===== config.mk =====
export PLATFORM = sky130hd
export DESIGN_NAME = rqs_regs
export DESIGN_NICKNAME = d
export VERILOG_FILES = /design/src/rtl/placeholder_none.sv /design/src/pkg/rqs_pkg.sv /design/src/rtl/rqs_regs.sv
export VERILOG_INCLUDE_DIRS = /design/src /design/src/pkg
export SDC_FILE = /design/constraint.sdc
export NUM_CORES = 1
export LEC_CHECK = 0
export BUFFER_PORTS_ARGS = -buffer_cell sky130_fd_sc_hd__buf_2
export CAP_MARGIN = 0
export CORE_ASPECT_RATIO = 0.6
export CORE_UTILIZATION = 58
export CTS_CLUSTER_SIZE = 10
export DETAILED_ROUTE_END_ITERATION = 6
export MAX_ROUTING_LAYER = met4
export PLACE_DENSITY = 0.85
export SLEW_MARGIN = 10
export SYNTH_ARGS = -nofsm -noshare
export SYNTH_HDL_FRONTEND = slang
export SYNTH_SLANG_ARGS = --single-unit

===== constraint.sdc =====
create_clock -name clock -period 3.3 [get_ports clock]
set_clock_uncertainty 0.05 [all_clocks]
set_input_delay 0.33 -clock clock [delete_from_list [all_inputs] [get_ports clock]]
set_output_delay 0.33 -clock clock [all_outputs]
set_load 0.02 [all_outputs]

===== src/pkg/rqs_defs.svh =====
// offsets, reset values and timing counts of the receive quality register bank
`ifndef RQS_DEFS_SVH
`define RQS_DEFS_SVH

// ==========================================================
// register offsets (byte addresses on the control port)
`define RQS_OFF_PHASE_VAR_HIGH 8'h90
`define RQS_OFF_PHASE_VAR_LOW 8'h94
`define RQS_OFF_BITSYNC_8BIT 8'h98
`define RQS_OFF_RESERVED_A 8'h9C
`define RQS_OFF_RESERVED_B 8'hA0
`define RQS_OFF_SFD_SEARCH_TIME 8'hA4
`define RQS_OFF_DBPSK_CODE 8'hA8

// ==========================================================
// reset values and fixed codes
`define RQS_RST_SFD_SEARCH_TIME 8'hFF
`define RQS_RST_DBPSK_CODE 8'h0A
`define RQS_DQPSK_CODE 8'h14
`define RQS_RST_BYTE 8'h00
`define RQS_RST_WORD 16'h0000

// ==========================================================
// timing counts and antenna index width
`define RQS_UPDATE_SYMBOLS 128
`define RQS_ANT_W 1

`endif


===== src/rtl/placeholder_none.sv =====
// intentionally empty compilation unit
`default_nettype none
`default_nettype wire


===== src/pkg/rqs_pkg.sv =====
// types shared by the receive quality register bank
`default_nettype none
package rqs_pkg;

  // ==========================================================
  // measurements delivered by the demodulator
  typedef struct packed {
    logic [15:0] phase_var;
    logic [15:0] bitsync;
  } rqs_meas_t;

  typedef struct packed {
    logic valid;
    logic [15:0] bitsync;
  } rqs_dwell_t;

  // ==========================================================
  // start frame delimiter search
  typedef enum logic [0:0] {
    RQS_SFD_IDLE,
    RQS_SFD_SEARCH
  } rqs_sfd_state_t;

endpackage
`default_nettype wire


===== src/rtl/rqs_regs.sv =====
// receive quality readouts, sfd search timer and modulation signalling codes
//
// Operation
// RQ1: phase variance bits 8-15 read at 0x90
// RQ2: phase variance bits 0-7 read at 0x94
// RQ3: refresh phase variance every 128 data symbols
// RQ4: bit-sync 8-bit quality read at 0x98
// RQ5: 8-bit quality taken from best antenna dwell
// RQ6: 8-bit quality spans 256 noise levels
// RQ7: slots 39 and 40 reserved, no function
// RQ8: DBPSK code at 0xA8, sent in header
// RQ9: match received signalling field against DBPSK code
// RQ10: abandon sfd search when search time expires
// RQ11: bit-sync pair every 128 symbols, drives drop-lock
// RQ12: DQPSK code 0x14 for send and detect
//
// The plain strobed port was chosen for this implementation.
`include "rqs_defs.svh"
`default_nettype none

module rqs_regs
  import rqs_pkg::*;
#(
  parameter int ANT_W = `RQS_ANT_W,
  parameter int UPDATE_SYMBOLS = `RQS_UPDATE_SYMBOLS
) (
  input wire logic clock,
  input wire logic reset_n,
  input wire logic [7:0] reg_addr,
  input wire logic [7:0] reg_wdata,
  input wire logic reg_wr,
  input wire logic reg_rd,
  output logic [7:0] reg_rdata,
  input wire logic symbol_strobe,
  input wire logic rx_data_active,
  input wire rqs_meas_t data_meas,
  input wire rqs_dwell_t dwell,
  input wire logic [ANT_W-1:0] dwell_antenna,
  input wire logic acq_done,
  input wire logic [ANT_W-1:0] best_antenna,
  input wire logic [15:0] drop_lock_threshold,
  input wire logic sfd_search_start,
  input wire logic sfd_detected,
  input wire logic tx_rate_2m,
  input wire logic rx_header_valid,
  input wire logic [7:0] rx_signal_field,
  output logic [15:0] bitsync_quality_pair,
  output logic quality_update,
  output logic drop_lock,
  output logic sfd_searching,
  output logic sfd_timeout,
  output logic [7:0] tx_signal_field,
  output logic rx_is_dbpsk,
  output logic rx_is_dqpsk,
  output logic rx_mod_unknown
);

  // ==========================================================
  // sizing
  localparam int NUM_ANT = 1 << ANT_W;
  localparam int SYM_W = $clog2(UPDATE_SYMBOLS);
  localparam logic [SYM_W-1:0] SYM_LAST = SYM_W'(UPDATE_SYMBOLS - 1);
  localparam logic [7:0] DQPSK_CODE = `RQS_DQPSK_CODE;

  // ==========================================================
  // register storage
  logic [15:0] phase_variance_quality;
  logic [7:0] phase_low_shadow;
  logic [7:0] bitsync_quality_8bit;
  logic [7:0] frame_delimiter_search_time;
  logic [7:0] dbpsk_signal_code;
  logic [SYM_W-1:0] symbol_count;
  logic [15:0] dwell_store [NUM_ANT];
  rqs_sfd_state_t sfd_state;
  rqs_sfd_state_t next_sfd_state;
  logic [7:0] sfd_count;
  logic [7:0] next_sfd_count;
  logic next_sfd_timeout;

  // ==========================================================
  // address decode
  // full 8-bit compare: aliases of the mapped offsets read as unmapped
  wire hit_phase_high = (reg_addr == `RQS_OFF_PHASE_VAR_HIGH);
  wire hit_phase_low = (reg_addr == `RQS_OFF_PHASE_VAR_LOW);
  wire hit_bitsync_8 = (reg_addr == `RQS_OFF_BITSYNC_8BIT);
  wire hit_reserved_a = (reg_addr == `RQS_OFF_RESERVED_A);
  wire hit_reserved_b = (reg_addr == `RQS_OFF_RESERVED_B);
  wire hit_search_time = (reg_addr == `RQS_OFF_SFD_SEARCH_TIME);
  wire hit_dbpsk = (reg_addr == `RQS_OFF_DBPSK_CODE);

  wire wr_search_time = reg_wr & hit_search_time;
  wire wr_dbpsk = reg_wr & hit_dbpsk;
  // reading the high byte freezes the low byte so the pair stays coherent
  wire rd_phase_high = reg_rd & hit_phase_high;

  // ==========================================================
  // read data selection
  wire [7:0] rd_phase_high_val = hit_phase_high ? phase_variance_quality[15:8] : `RQS_RST_BYTE; // RQ1
  wire [7:0] rd_phase_low_val = hit_phase_low ? phase_low_shadow : `RQS_RST_BYTE; // RQ2
  wire [7:0] rd_bitsync_val = hit_bitsync_8 ? bitsync_quality_8bit : `RQS_RST_BYTE; // RQ4
  // reserved slots decode but always return zero and drop writes
  wire [7:0] rd_reserved_val = (hit_reserved_a | hit_reserved_b) ? `RQS_RST_BYTE : `RQS_RST_BYTE; // RQ7
  wire [7:0] rd_search_val = hit_search_time ? frame_delimiter_search_time : `RQS_RST_BYTE;
  wire [7:0] rd_dbpsk_val = hit_dbpsk ? dbpsk_signal_code : `RQS_RST_BYTE;
  wire [7:0] read_value = rd_phase_high_val |
                          rd_phase_low_val |
                          rd_bitsync_val |
                          rd_reserved_val |
                          rd_search_val |
                          rd_dbpsk_val;

  // data stand only in the cycle after the strobe; unmapped offsets read zero
  always_ff @(posedge clock or negedge reset_n) begin
    if (!reset_n) begin
      reg_rdata <= `RQS_RST_BYTE;
    end else begin
      reg_rdata <= reg_rd ? read_value : `RQS_RST_BYTE;
    end
  end

  // ==========================================================
  // software writable registers
  // reserved slots and read-only places have no write enable at all
  always_ff @(posedge clock or negedge reset_n) begin
    if (!reset_n) begin
      frame_delimiter_search_time <= `RQS_RST_SFD_SEARCH_TIME;
    end else if (wr_search_time) begin
      frame_delimiter_search_time <= reg_wdata;
    end
  end

  always_ff @(posedge clock or negedge reset_n) begin
    if (!reset_n) begin
      dbpsk_signal_code <= `RQS_RST_DBPSK_CODE; // RQ8
    end else if (wr_dbpsk) begin
      dbpsk_signal_code <= reg_wdata; // RQ8
    end
  end

  // ==========================================================
  // symbol counter for the 128 symbol measurement period
  wire symbol_last = (symbol_count == SYM_LAST);
  // the period restarts whenever data reception stops
  wire quality_tick = rx_data_active & symbol_strobe & symbol_last; // RQ3
  wire [SYM_W-1:0] next_symbol_count = symbol_last ? '0 : symbol_count + 1'b1; // RQ3

  always_ff @(posedge clock or negedge reset_n) begin
    if (!reset_n) begin
      symbol_count <= '0;
    end else if (!rx_data_active) begin
      symbol_count <= '0;
    end else if (symbol_strobe) begin
      symbol_count <= next_symbol_count; // RQ3
    end
  end

  always_ff @(posedge clock or negedge reset_n) begin
    if (!reset_n) begin
      quality_update <= 1'b0;
    end else begin
      quality_update <= quality_tick;
    end
  end

  // ==========================================================
  // carrier phase variance readout
  always_ff @(posedge clock or negedge reset_n) begin
    if (!reset_n) begin
      phase_variance_quality <= `RQS_RST_WORD;
    end else if (quality_tick) begin
      phase_variance_quality <= data_meas.phase_var; // RQ3
    end
  end

  // a refresh between the two byte reads cannot tear the value
  // limitation: the low byte reads zero until the high byte was read once
  always_ff @(posedge clock or negedge reset_n) begin
    if (!reset_n) begin
      phase_low_shadow <= `RQS_RST_BYTE;
    end else if (rd_phase_high) begin
      phase_low_shadow <= phase_variance_quality[7:0]; // RQ2
    end
  end

  // ==========================================================
  // per antenna dwell storage during acquisition
  // each antenna keeps its last dwell so a late acq_done still finds it
  genvar g;
  generate
    for (g = 0; g < NUM_ANT; g++) begin : g_dwell
      wire dwell_hit = dwell.valid & (dwell_antenna == ANT_W'(g));
      always_ff @(posedge clock or negedge reset_n) begin
        if (!reset_n) begin
          dwell_store[g] <= `RQS_RST_WORD;
        end else if (dwell_hit) begin
          dwell_store[g] <= dwell.bitsync;
        end
      end
    end
  endgenerate

  // ==========================================================
  // bit-sync quality pair and 8-bit readout
  // acquisition result wins over a data refresh landing in the same cycle
  wire [15:0] next_bitsync_pair = acq_done ? dwell_store[best_antenna] : data_meas.bitsync; // RQ5
  wire bitsync_load = acq_done | quality_tick; // RQ11
  wire [7:0] next_bitsync_8bit = next_bitsync_pair[15:8]; // RQ4 RQ6

  always_ff @(posedge clock or negedge reset_n) begin
    if (!reset_n) begin
      bitsync_quality_pair <= `RQS_RST_WORD;
    end else if (bitsync_load) begin
      bitsync_quality_pair <= next_bitsync_pair; // RQ11
    end
  end

  // the upper byte keeps the full range: 256 levels of signal to noise
  always_ff @(posedge clock or negedge reset_n) begin
    if (!reset_n) begin
      bitsync_quality_8bit <= `RQS_RST_BYTE;
    end else if (bitsync_load) begin
      bitsync_quality_8bit <= next_bitsync_8bit; // RQ4 RQ6
    end
  end

  // a weak data period asks the demodulator to drop lock, one pulse per period
  // the raw measurement is compared, not the stored pair, to save a cycle
  wire weak_signal = (data_meas.bitsync < drop_lock_threshold);

  always_ff @(posedge clock or negedge reset_n) begin
    if (!reset_n) begin
      drop_lock <= 1'b0;
    end else begin
      drop_lock <= quality_tick & weak_signal; // RQ11
    end
  end

  // ==========================================================
  // start frame delimiter search timer, counted in symbols
  // limitation: a start pulse during a search is ignored, not a restart
  always_comb begin
    next_sfd_state = sfd_state;
    next_sfd_count = sfd_count;
    next_sfd_timeout = 1'b0;
    unique case (sfd_state)
      RQS_SFD_IDLE: begin
        if (sfd_search_start) begin
          next_sfd_state = RQS_SFD_SEARCH;
          next_sfd_count = frame_delimiter_search_time;
        end
      end
      RQS_SFD_SEARCH: begin
        // a delimiter found on the expiring symbol still counts as found
        if (sfd_detected) begin
          next_sfd_state = RQS_SFD_IDLE;
        end else if (symbol_strobe) begin
          if (sfd_count == `RQS_RST_BYTE) begin
            next_sfd_state = RQS_SFD_IDLE; // RQ10
            next_sfd_timeout = 1'b1; // RQ10
          end else begin
            next_sfd_count = sfd_count - 8'h01;
          end
        end
      end
    endcase
  end

  always_ff @(posedge clock or negedge reset_n) begin
    if (!reset_n) begin
      sfd_state <= RQS_SFD_IDLE;
    end else begin
      sfd_state <= next_sfd_state;
    end
  end

  always_ff @(posedge clock or negedge reset_n) begin
    if (!reset_n) begin
      sfd_count <= `RQS_RST_BYTE;
    end else begin
      sfd_count <= next_sfd_count;
    end
  end

  always_ff @(posedge clock or negedge reset_n) begin
    if (!reset_n) begin
      sfd_timeout <= 1'b0;
    end else begin
      sfd_timeout <= next_sfd_timeout; // RQ10
    end
  end

  // registered from the next state so it rises together with the state
  always_ff @(posedge clock or negedge reset_n) begin
    if (!reset_n) begin
      sfd_searching <= 1'b0;
    end else begin
      sfd_searching <= (next_sfd_state == RQS_SFD_SEARCH);
    end
  end

  // ==========================================================
  // signalling field codes for transmit and receive
  // the dqpsk code is fixed; only the dbpsk code is writable
  wire [7:0] next_tx_signal = tx_rate_2m ? DQPSK_CODE : dbpsk_signal_code; // RQ8 RQ12
  wire match_dbpsk = (rx_signal_field == dbpsk_signal_code); // RQ9
  wire match_dqpsk = (rx_signal_field == DQPSK_CODE); // RQ12

  always_ff @(posedge clock or negedge reset_n) begin
    if (!reset_n) begin
      tx_signal_field <= `RQS_RST_DBPSK_CODE;
    end else begin
      tx_signal_field <= next_tx_signal;
    end
  end

  // verdict holds until the next received header; dbpsk wins if codes collide
  always_ff @(posedge clock or negedge reset_n) begin
    if (!reset_n) begin
      rx_is_dbpsk <= 1'b0;
    end else if (rx_header_valid) begin
      rx_is_dbpsk <= match_dbpsk; // RQ9
    end
  end

  always_ff @(posedge clock or negedge reset_n) begin
    if (!reset_n) begin
      rx_is_dqpsk <= 1'b0;
    end else if (rx_header_valid) begin
      rx_is_dqpsk <= match_dqpsk & ~match_dbpsk; // RQ12
    end
  end

  always_ff @(posedge clock or negedge reset_n) begin
    if (!reset_n) begin
      rx_mod_unknown <= 1'b0;
    end else if (rx_header_valid) begin
      rx_mod_unknown <= ~match_dbpsk & ~match_dqpsk;
    end
  end

endmodule
`default_nettype wire


[Word-level counts from Yosys, hierarchy flattened]
Index checks and enable logic that the tools add are counted.
Word-level totals
  flip-flop bits (word level): 134
  input port bits: 102
  output and inout bits: 39
  word-level logic and storage cells: 86
Cells by class
  $add $sub $neg: 2
  $lt $le $gt $ge: 2
  equal/unequal tests: 13
  mux-type cells: 28
  bitwise operators: 20
  reductions and logical operators: 2
Operators by type and width (count)
  $mux 8: 11
  $mux 16: 4
  $eq 8x8->1 const B: 5
  $or 8x8->8: 4
  $mux 7: 3
  $lt 16x16->1: 1
  $pmux 8 s2: 1
  $and 1x1->1: 10
  $ne 2x2->1 const B: 5
  $eq 8x5->1 const B: 1
  $eq 8x8->1: 1
  $logic_not 8->1: 1
  $mux 1: 8
  $sub 8x1->8 const B: 1
  $add 7x1->7 const B: 1
  $eq 7x7->1 const B: 1
  $not 1->1: 4
  $reduce_and 4->1: 1
  $ge 2x2->1 const B: 1
  $not 1->2: 1
  $pmux 1 s2: 1
  $or 1x1->1: 1

[Longest topological paths before layout]
Gate-level depths: netlist (run 1).
  depth in word-level cells: 7
  gate-level depth with buffers: 6
  depth with buffers taken out: 6

[Worst setup path after synthesis (run 1)]
No wires, ideal clock.
  path kind: flip-flop to flip-flop
  from: register sfd_count[0]
  to: register sfd_count[1]
  library setup time: 0.104 ns
  data arrival time: 1.455 ns
  required time: 3.146 ns
  setup slack: 1.691 ns
  cell stages (with the launch flop): 7
  path buffers: 0
  period minus slack after synthesis: 1.609 ns
  cell sequence: dfrtp_1 inv_1 ha_1 nor2b_1 a31oi_2 nor2_1 a221oi_1
On the way
  longest elaborated chain between the ends: 5
  elaborated cells between the ends (all ways): 8
  classes of those cells: add/sub: 1; eq/ne: 1; mux: 4; reduce/logical: 2
RTL lines
  from (decl): RTL line rqs_regs.sv:76  | logic [7:0] sfd_count;
  from (signal assigned): RTL line rqs_regs.sv:278  | sfd_count <= `RQS_RST_BYTE;
  from (signal assigned): RTL line rqs_regs.sv:280  | sfd_count <= next_sfd_count;
  $sub 8x1->8: RTL line rqs_regs.sv:261  | next_sfd_count = sfd_count - 8'h01;
  $mux 8: RTL line rqs_regs.sv:257  | if (sfd_count == `RQS_RST_BYTE) begin
  $mux 8: RTL line rqs_regs.sv:256  | end else if (symbol_strobe) begin
  $mux 8: RTL line rqs_regs.sv:254  | if (sfd_detected) begin
  $pmux 8 s2: RTL line rqs_regs.sv:245  | unique case (sfd_state)
Several ways; a longest one is shown, not always the timed one. The select of a mux whose other input is x is not followed.
A chain may end at the register's enable or synchronous reset.

[Worst setup path in the final report (run 1)]
  from: register symbol_count[0]
  to: register phase_variance_quality[15]
On the way
  longest elaborated chain between the ends: 2
RTL lines
  from (decl): RTL line rqs_regs.sv:72  | logic [SYM_W-1:0] symbol_count;
  from (signal assigned): RTL line rqs_regs.sv:153  | symbol_count <= next_symbol_count;
  $eq 7x7->1: RTL line rqs_regs.sv:142  | wire symbol_last = (symbol_count == SYM_LAST);
  $and 1x1->1: RTL line rqs_regs.sv:144  | wire quality_tick = rx_data_active & symbol_strobe & symbol_last;
  to (signal assigned): RTL line rqs_regs.sv:169  | phase_variance_quality <= `RQS_RST_WORD;
  to (signal assigned): RTL line rqs_regs.sv:171  | phase_variance_quality <= data_meas.phase_var;
  to (decl): RTL line rqs_regs.sv:67  | logic [15:0] phase_variance_quality;
Every way passes these cells.

==> qor.txt, run 1 <==
status: finished, final reports clean
post-route ant nets: 0
PD cells: 558.1 nW/um2
CP startpoint: symbol_count[0]
Tcrit/Tclk final: 0.6364
Worst slew margin: 0.4314
P_sw: 1.229 mW
CORE AREA: 10090 um2
non-filler instance count after layout: 778
Routed WL: 16.02 mm
largest fanout on the critical path: 31
gpl congestion: 0.9073
Residual DRC: 0
WS Path Type: reg2reg
synthesis-stage register bit count: 126
crit end category: register
Congestion Overflow GR: 0
First-pass DRT Iterations: 5
Peak Freq: 476.2 MHz
PortBufs: 140
CTS tree: built
flop2flop setup slack: 1.20 ns
synth warn: 0
Max clock buf depth: 2
Worst IR Drop VDD: 0.4299 mV
Layout Nets: 751
Final setup viols: 0
FFs w/ async S/R, synth: 1.000
leak pwr: 3.681 nW
switch share: 0.2926
Antenna diodes: 0
Worst-Margin Slew: 0.8508 ns
Arr. time, crit path: 2.35 ns
row count: 28
post-DP HPWL: 11.43 mm
Mapped Cells: 485
dpl ws: 1.066 ns
Routed WL per cell: 20.59 um
Max Cap Violations: 0
Clk pwr share: 0.400
CP startpoint kind: register
Initial Util: 0.6116
synthesized area per cell: 12.72 um2
post-synthesis sequential area ratio: 0.5134
die height: 81.90 um
Post-synth EDFFs: 0
post-CTS sizing: 0
routed via count: 4667
syn_nets: 605
Logic pwr share: 0.160
first-pass GRT wire length: 24.61 mm
synth unique cells: 62
initial antenna violation count: 0
Final Critical Period: 2.100 ns
die area: 11070 um2
Final WS setup: 1.200 ns
max-slew violations: 0
Sink Count: 126
CP required: 3.55 ns
layout cells sized above 1: 0.4386
die width: 135.2 um
H-tree depth: 4
Clk pin slew, worst setup/hold paths: 0.06 ns
Cells after DPL: 746
synthesized cell area: 6171 um2
Ports: 141
ys flop type: dfrtp_1
Int Pwr: 2.972 mW
worst hold path type: in2reg
vias in the first global route: 4634
Final Hold Vio Count: 0
Tot GR Track Use: 0.3149
R2R Path End: phase_variance_quality[15]
Layout area overhead: 21.98%
CTS root buffer: clkbuf_16
total CTS buffers: 17
Min Hold Slack: 0.09746 ns
Clock Latency Late Sink: 0.42 ns
Fin Setup TNS: 0 ns
Worst Setup EP: phase_variance_quality[15]
R2R depth: 5
Seq pwr share: 0.440
largest net degree at the start of global routing: 61
Starting DRT DRC Count: 343
critical register-to-register path startpoint: symbol_count[0]
Via density: 5.999
unrepaired setup endpoints after global routing: no
[final cells by class]
cell class / instances / area (um2)
flip-flops and latches: 126 / 3168
multi-input cells: 319 / 2818
fillers: 712 / 2562
repair buffers: 145 / 755.7
clock buffers: 18 / 439.2
well taps: 135 / 168.9
clock inverters: 13 / 95.09
inverters: 22 / 82.58
[cells in the mapped netlist, drive strengths merged (9+ instances only)]
master | number | share of area
buf | 16 | 0.015
nand3 | 9 | 0.0081
dfrtp | 114 | 0.46
nor2 | 12 | 0.0085
mux2i | 53 | 0.086
nor2b | 13 | 0.013
a21oi | 9 | 0.0073
dfstp | 12 | 0.051
inv | 22 | 0.013
ha | 18 | 0.036
nand2 | 11 | 0.0071
mux2 | 72 | 0.13
a22oi | 13 | 0.016
[worst min path at each step]
stage	start	to	slack, ns	depth (start not counted)
after floorplan	reset_n	bitsync_quality_pair[0]	-0.02	0
after global placement	reset_n	phase_variance_quality[2]	0.38	1
after detailed placement	reset_n	phase_variance_quality[2]	0.39	1
after CTS	tx_rate_2m	tx_signal_field[1]	0.09	2
after global routing	data_meas[24]	phase_variance_quality[8]	0.09	2
final	tx_rate_2m	tx_signal_field[1]	0.1	2
[logic make-up (layout without fill, tap and decap cells)]
group,count (synthesis),in the layout,share of synthesized area
DFF,126,126,0.5134
muxes,125,125,0.2204
and+or+nand+nor,99,99,0.1069
AOI/OAI and AO/OA,67,67,0.07867
buffers and inverters,40,198,0.03001
adders and majority gates,18,18,0.03650
xor gates and xnor gates,10,10,0.01419
[layout by cell type, fill, tap and decap left out, types with 7 or more instances in the layout]
cell       netlist  final
o21ai_0          7      7
clkbuf_16        0     17
ha_1            18     18
o22ai_1          8      8
nand3_1          8      8
a21oi_1          9      9
a22oi_1         13     13
dfstp_2         12     12
mux2i_1         53     53
dfrtp_1        114    114
xor2_1           8      8
buf_2           10    139
inv_1           22     22
mux2_2          67     67
nor2b_1         13     13
nor2_1          11     11
nand2_1         10     10
[power by group through the flow]
| stage | clock network, mW | logic [mW] | registers [mW] |
|---|---|---|---|
| global route | 1.77 | 0.734 | 1.87 |
| global placement | 0 | 0.629 | 1.85 |
| detailed placement | 0 | 0.661 | 1.87 |
| floorplan | 0 | 0.356 | 1.88 |
| finish | 1.68 | 0.671 | 1.85 |
| CTS | 1.69 | 0.670 | 1.84 |
[state kept, by name, indices dropped and copies added, names as in the netlist]
name,flops
sfd_searching,1
tx_signal_field,8
frame_delimiter_search_time,8
sfd_count,8
sfd_timeout,1
dwell_store,32
dbpsk_signal_code,8
phase_variance_quality,16
rx_is_dbpsk,1
reg_rdata,8
rx_is_dqpsk,1
symbol_count,7
phase_low_shadow,8
drop_lock,1
quality_update,1
rx_mod_unknown,1
bitsync_quality_pair,16
[metal layers]
layer  vias to the layer above  share of wire  global-route usage
met3                        43          0.087             0.08333
li1                       2074              -                   -
met2                       249           0.45              0.4713
met5                         -              0                   -
met1                      2301           0.44              0.4163
met4                         0          0.024              0.1112
[metrics by stage]
stage	instance area (um2)	total power, mW	util
2_1_floorplan	6171	2.234	-
3_3_place_gp	6983	2.482	0.6921
3_5_place_dp	6983	2.527	0.6921
4_1_cts	7527	4.206	0.7460
5_1_grt	7527	4.370	0.7460
6_report	7527	4.201	0.7460
[what timing repair did]
item / in CTS / in global routing
hold endpoints to repair: 54 / 0
hold buffers: 1 / 0
setup buffers: 0 / 0
setup endpoints to repair: 0 / 0
[critical path, stage by stage (launching register included)]
cell	delay [ns]
dfrtp_1	0.38
ha_1	0.24
nand4_1	0.19
nor2_4	0.21
buf_4	0.47
mux2_2	0.41
(Power assumes the default switching activity.)
==> run 2: changes to the inputs <==
CORE_UTILIZATION = 54   (was 58)
PLACE_DENSITY = 0.8   (was 0.85)
clock period = 1.95 ns   (was 3.3 ns; I/O delays follow)
==> run 2 against run 1 <==
  * Wire length down 1.4%
  * Design area up 8.4%
  * Clock-buffer cell count up 2
  * Utilization up 0.58 points
  * Critical endpoint is now sfd_count[1]
  * Largest cell class unchanged
  * Highest routed layer unchanged
==> qor.txt, run 2 (synthesized netlist as in run 1, its figures left out) <==
Layout Nets: 802 (+6.8%)
total power: 7.668 mW (+83%)
First-pass DRT Iterations: 5 (unchanged)
CTS tree: built
Worst-Margin Slew: 0.7931 ns (-0.05771 ns)
initial antenna violation count: 0 (unchanged)
dpl ws: 0.05411 ns (-1.012 ns)
Area after DPL: 7093 um2 (+1.6%)
total CTS buffers: 17 (unchanged)
max-slew violations: 0 (unchanged)
Peak Freq: 533.2 MHz (+12%)
post-DP HPWL: 11.11 mm (-2.8%)
Sink Count: 126 (unchanged)
Min Hold Slack: 0.04848 ns (-0.04899 ns)
Cells after DPL: 759 (+1.7%)
Final WS setup: 0.07457 ns (-1.125 ns)
CTS root buffer: clkbuf_16
CP startpoint: sfd_count[0]
row count: 29 (+3.6%)
Antenna diodes: 0 (unchanged)
Layout area overhead: 32.18%
Residual DRC: 0 (unchanged)
flop2flop setup slack: 0.07 ns (-1.13 ns)
utilization after layout: 0.7518 (+0.005784)
post-route ant nets: 0 (unchanged)
HP Start: rx_data_active
R2R depth: 6 (+1)
Largest register FFs: 32 (unchanged)
Congestion Overflow GR: 0 (unchanged)
register bank with the most flops: dwell_store
CP required: 2.19 ns (-1.36 ns)
Final setup viols: 0 (unchanged)
Max clock buf depth: 2 (unchanged)
most frequent cells in the layout: 139 x buf_2, 114 x dfrtp_1, 67 x mux2_2
largest net degree at the start of global routing: 49 (-20%)
Initial Util: 0.5688 (-0.04281)
Worst Setup EP: sfd_count[1]
WS Path Type: reg2reg
die height: 84.81 um (+3.5%)
PD cells: 940.1 nW/um2 (+68%)
die area: 11870 um2 (+7.3%)
die width: 140.0 um (+3.6%)
Tot GR Track Use: 0.2969 (-0.01802)
worst hold path type: in2reg
non-filler instance count after layout: 833 (+7.1%)
first-pass GRT wire length: 25.68 mm (+4.3%)
CORE AREA: 10850 um2 (+7.5%)
crit end category: register
H-tree depth: 4 (unchanged)
Routed WL per cell: 18.96 um (-7.9%)
Arr. time, crit path: 2.12 ns (-0.23 ns)
Fin Setup TNS: 0 ns (unchanged)
most common cell after layout, fill and taps aside: buf_2
top flop regs: dwell_store (32), bitsync_quality_pair (16), phase_variance_quality (16)
Routed WL: 15.80 mm (-1.4%)
unrepaired setup endpoints after global routing: no
largest fanout on the critical path: 10 (-68%)
Final Hold Vio Count: 0 (unchanged)
Clock Latency Late Sink: 0.41 ns (about the same)
R2R Path End: sfd_count[1]
Worst slew margin: 0.4576 (+0.02617)
Via density: 5.756 (-4.0%)
Max Cap Violations: 0 (unchanged)
PortBufs: 140 (unchanged)
cell area after layout: 8157 um2 (+8.4%)
critical register-to-register path startpoint: sfd_count[0]
leak pwr: 3.963 nW (+7.7%)
layout cells sized above 1: 0.4193 (-0.01926)
Clk pin slew, worst setup/hold paths: 0.06 ns (about the same)
status: finished, final reports clean
Ports: 141 (unchanged)
routed via count: 4795 (+2.7%)
vias in the first global route: 4991 (+7.7%)
CP startpoint kind: register
gpl congestion: 0.8971 (-1.1%)
Post-CTS Repair Setup Buffers: 0 (unchanged)
Tcrit/Tclk final: 0.9618 (+0.3254)
Worst IR Drop VDD: 0.7020 mV (+63%)
Fill cells: 715 (+0.42%)
Starting DRT DRC Count: 381 (+11%)
Final Critical Period: 1.875 ns (-0.2247 ns)
==> run 2: worst min path at each step <==
| stage | end | slack (ns) | cells past startpoint |
|---|---|---|---|
| 2_1_floorplan | bitsync_quality_pair[0] | -0.15 | 0 |
| 3_3_place_gp | dwell_store[2] | 0.21 | 1 |
| 3_5_place_dp | dwell_store[3] | 0.22 | 1 |
| 4_1_cts | bitsync_quality_pair[0] | 0.04 | 3 |
| 5_1_grt | bitsync_quality_pair[4] | 0.04 | 3 |
| 6_report | symbol_count[3] | 0.05 | 2 |
==> run 2: worst max-delay path, cell delays in order, from the launching register on <==
cell	delay (ns)
dfrtp_1	0.44
inv_1	0.12
ha_1	0.23
nor2b_2	0.19
a31oi_4	0.31
nor2_1	0.13
a221oi_1	0.30
==> run 2: per-layer routing <==
layer,share of wire,track usage
met2,0.45,0.4355
met5,0,-
met1,0.47,0.4084
met3,0.060,0.06104
met4,0.021,0.1109
==> run 2: timing repair <==
| item | 4_1_cts | 5_1_grt |
|---|---|---|
| endpoints found under the hold margin | 107 | 0 |
| gates resized for setup | 0 | 2 |
| hold buffers | 43 | 0 |
| setup endpoints to repair | 0 | 4 |
==> run 2: cell type report <==
class                   count  area (um2)  area share
clock buffers              20       456.7     0.05599
clock inverters            11       165.2     0.02025
inverters                  22       82.58     0.01012
multi-input cells         319        2829      0.3468
flip-flops and latches    126        3168      0.3884
well taps                 139       173.9     0.02132
repair buffers            196        1281      0.1571
==> run 2: where the power goes <==
| part | total [mW] | internal [mW] | switching (mW) |
|---|---|---|---|
| Combinational | 1.23 | 0.580 | 0.653 |
| Sequential | 3.12 | 2.88 | 0.241 |
| Clock | 3.31 | 2.19 | 1.12 |
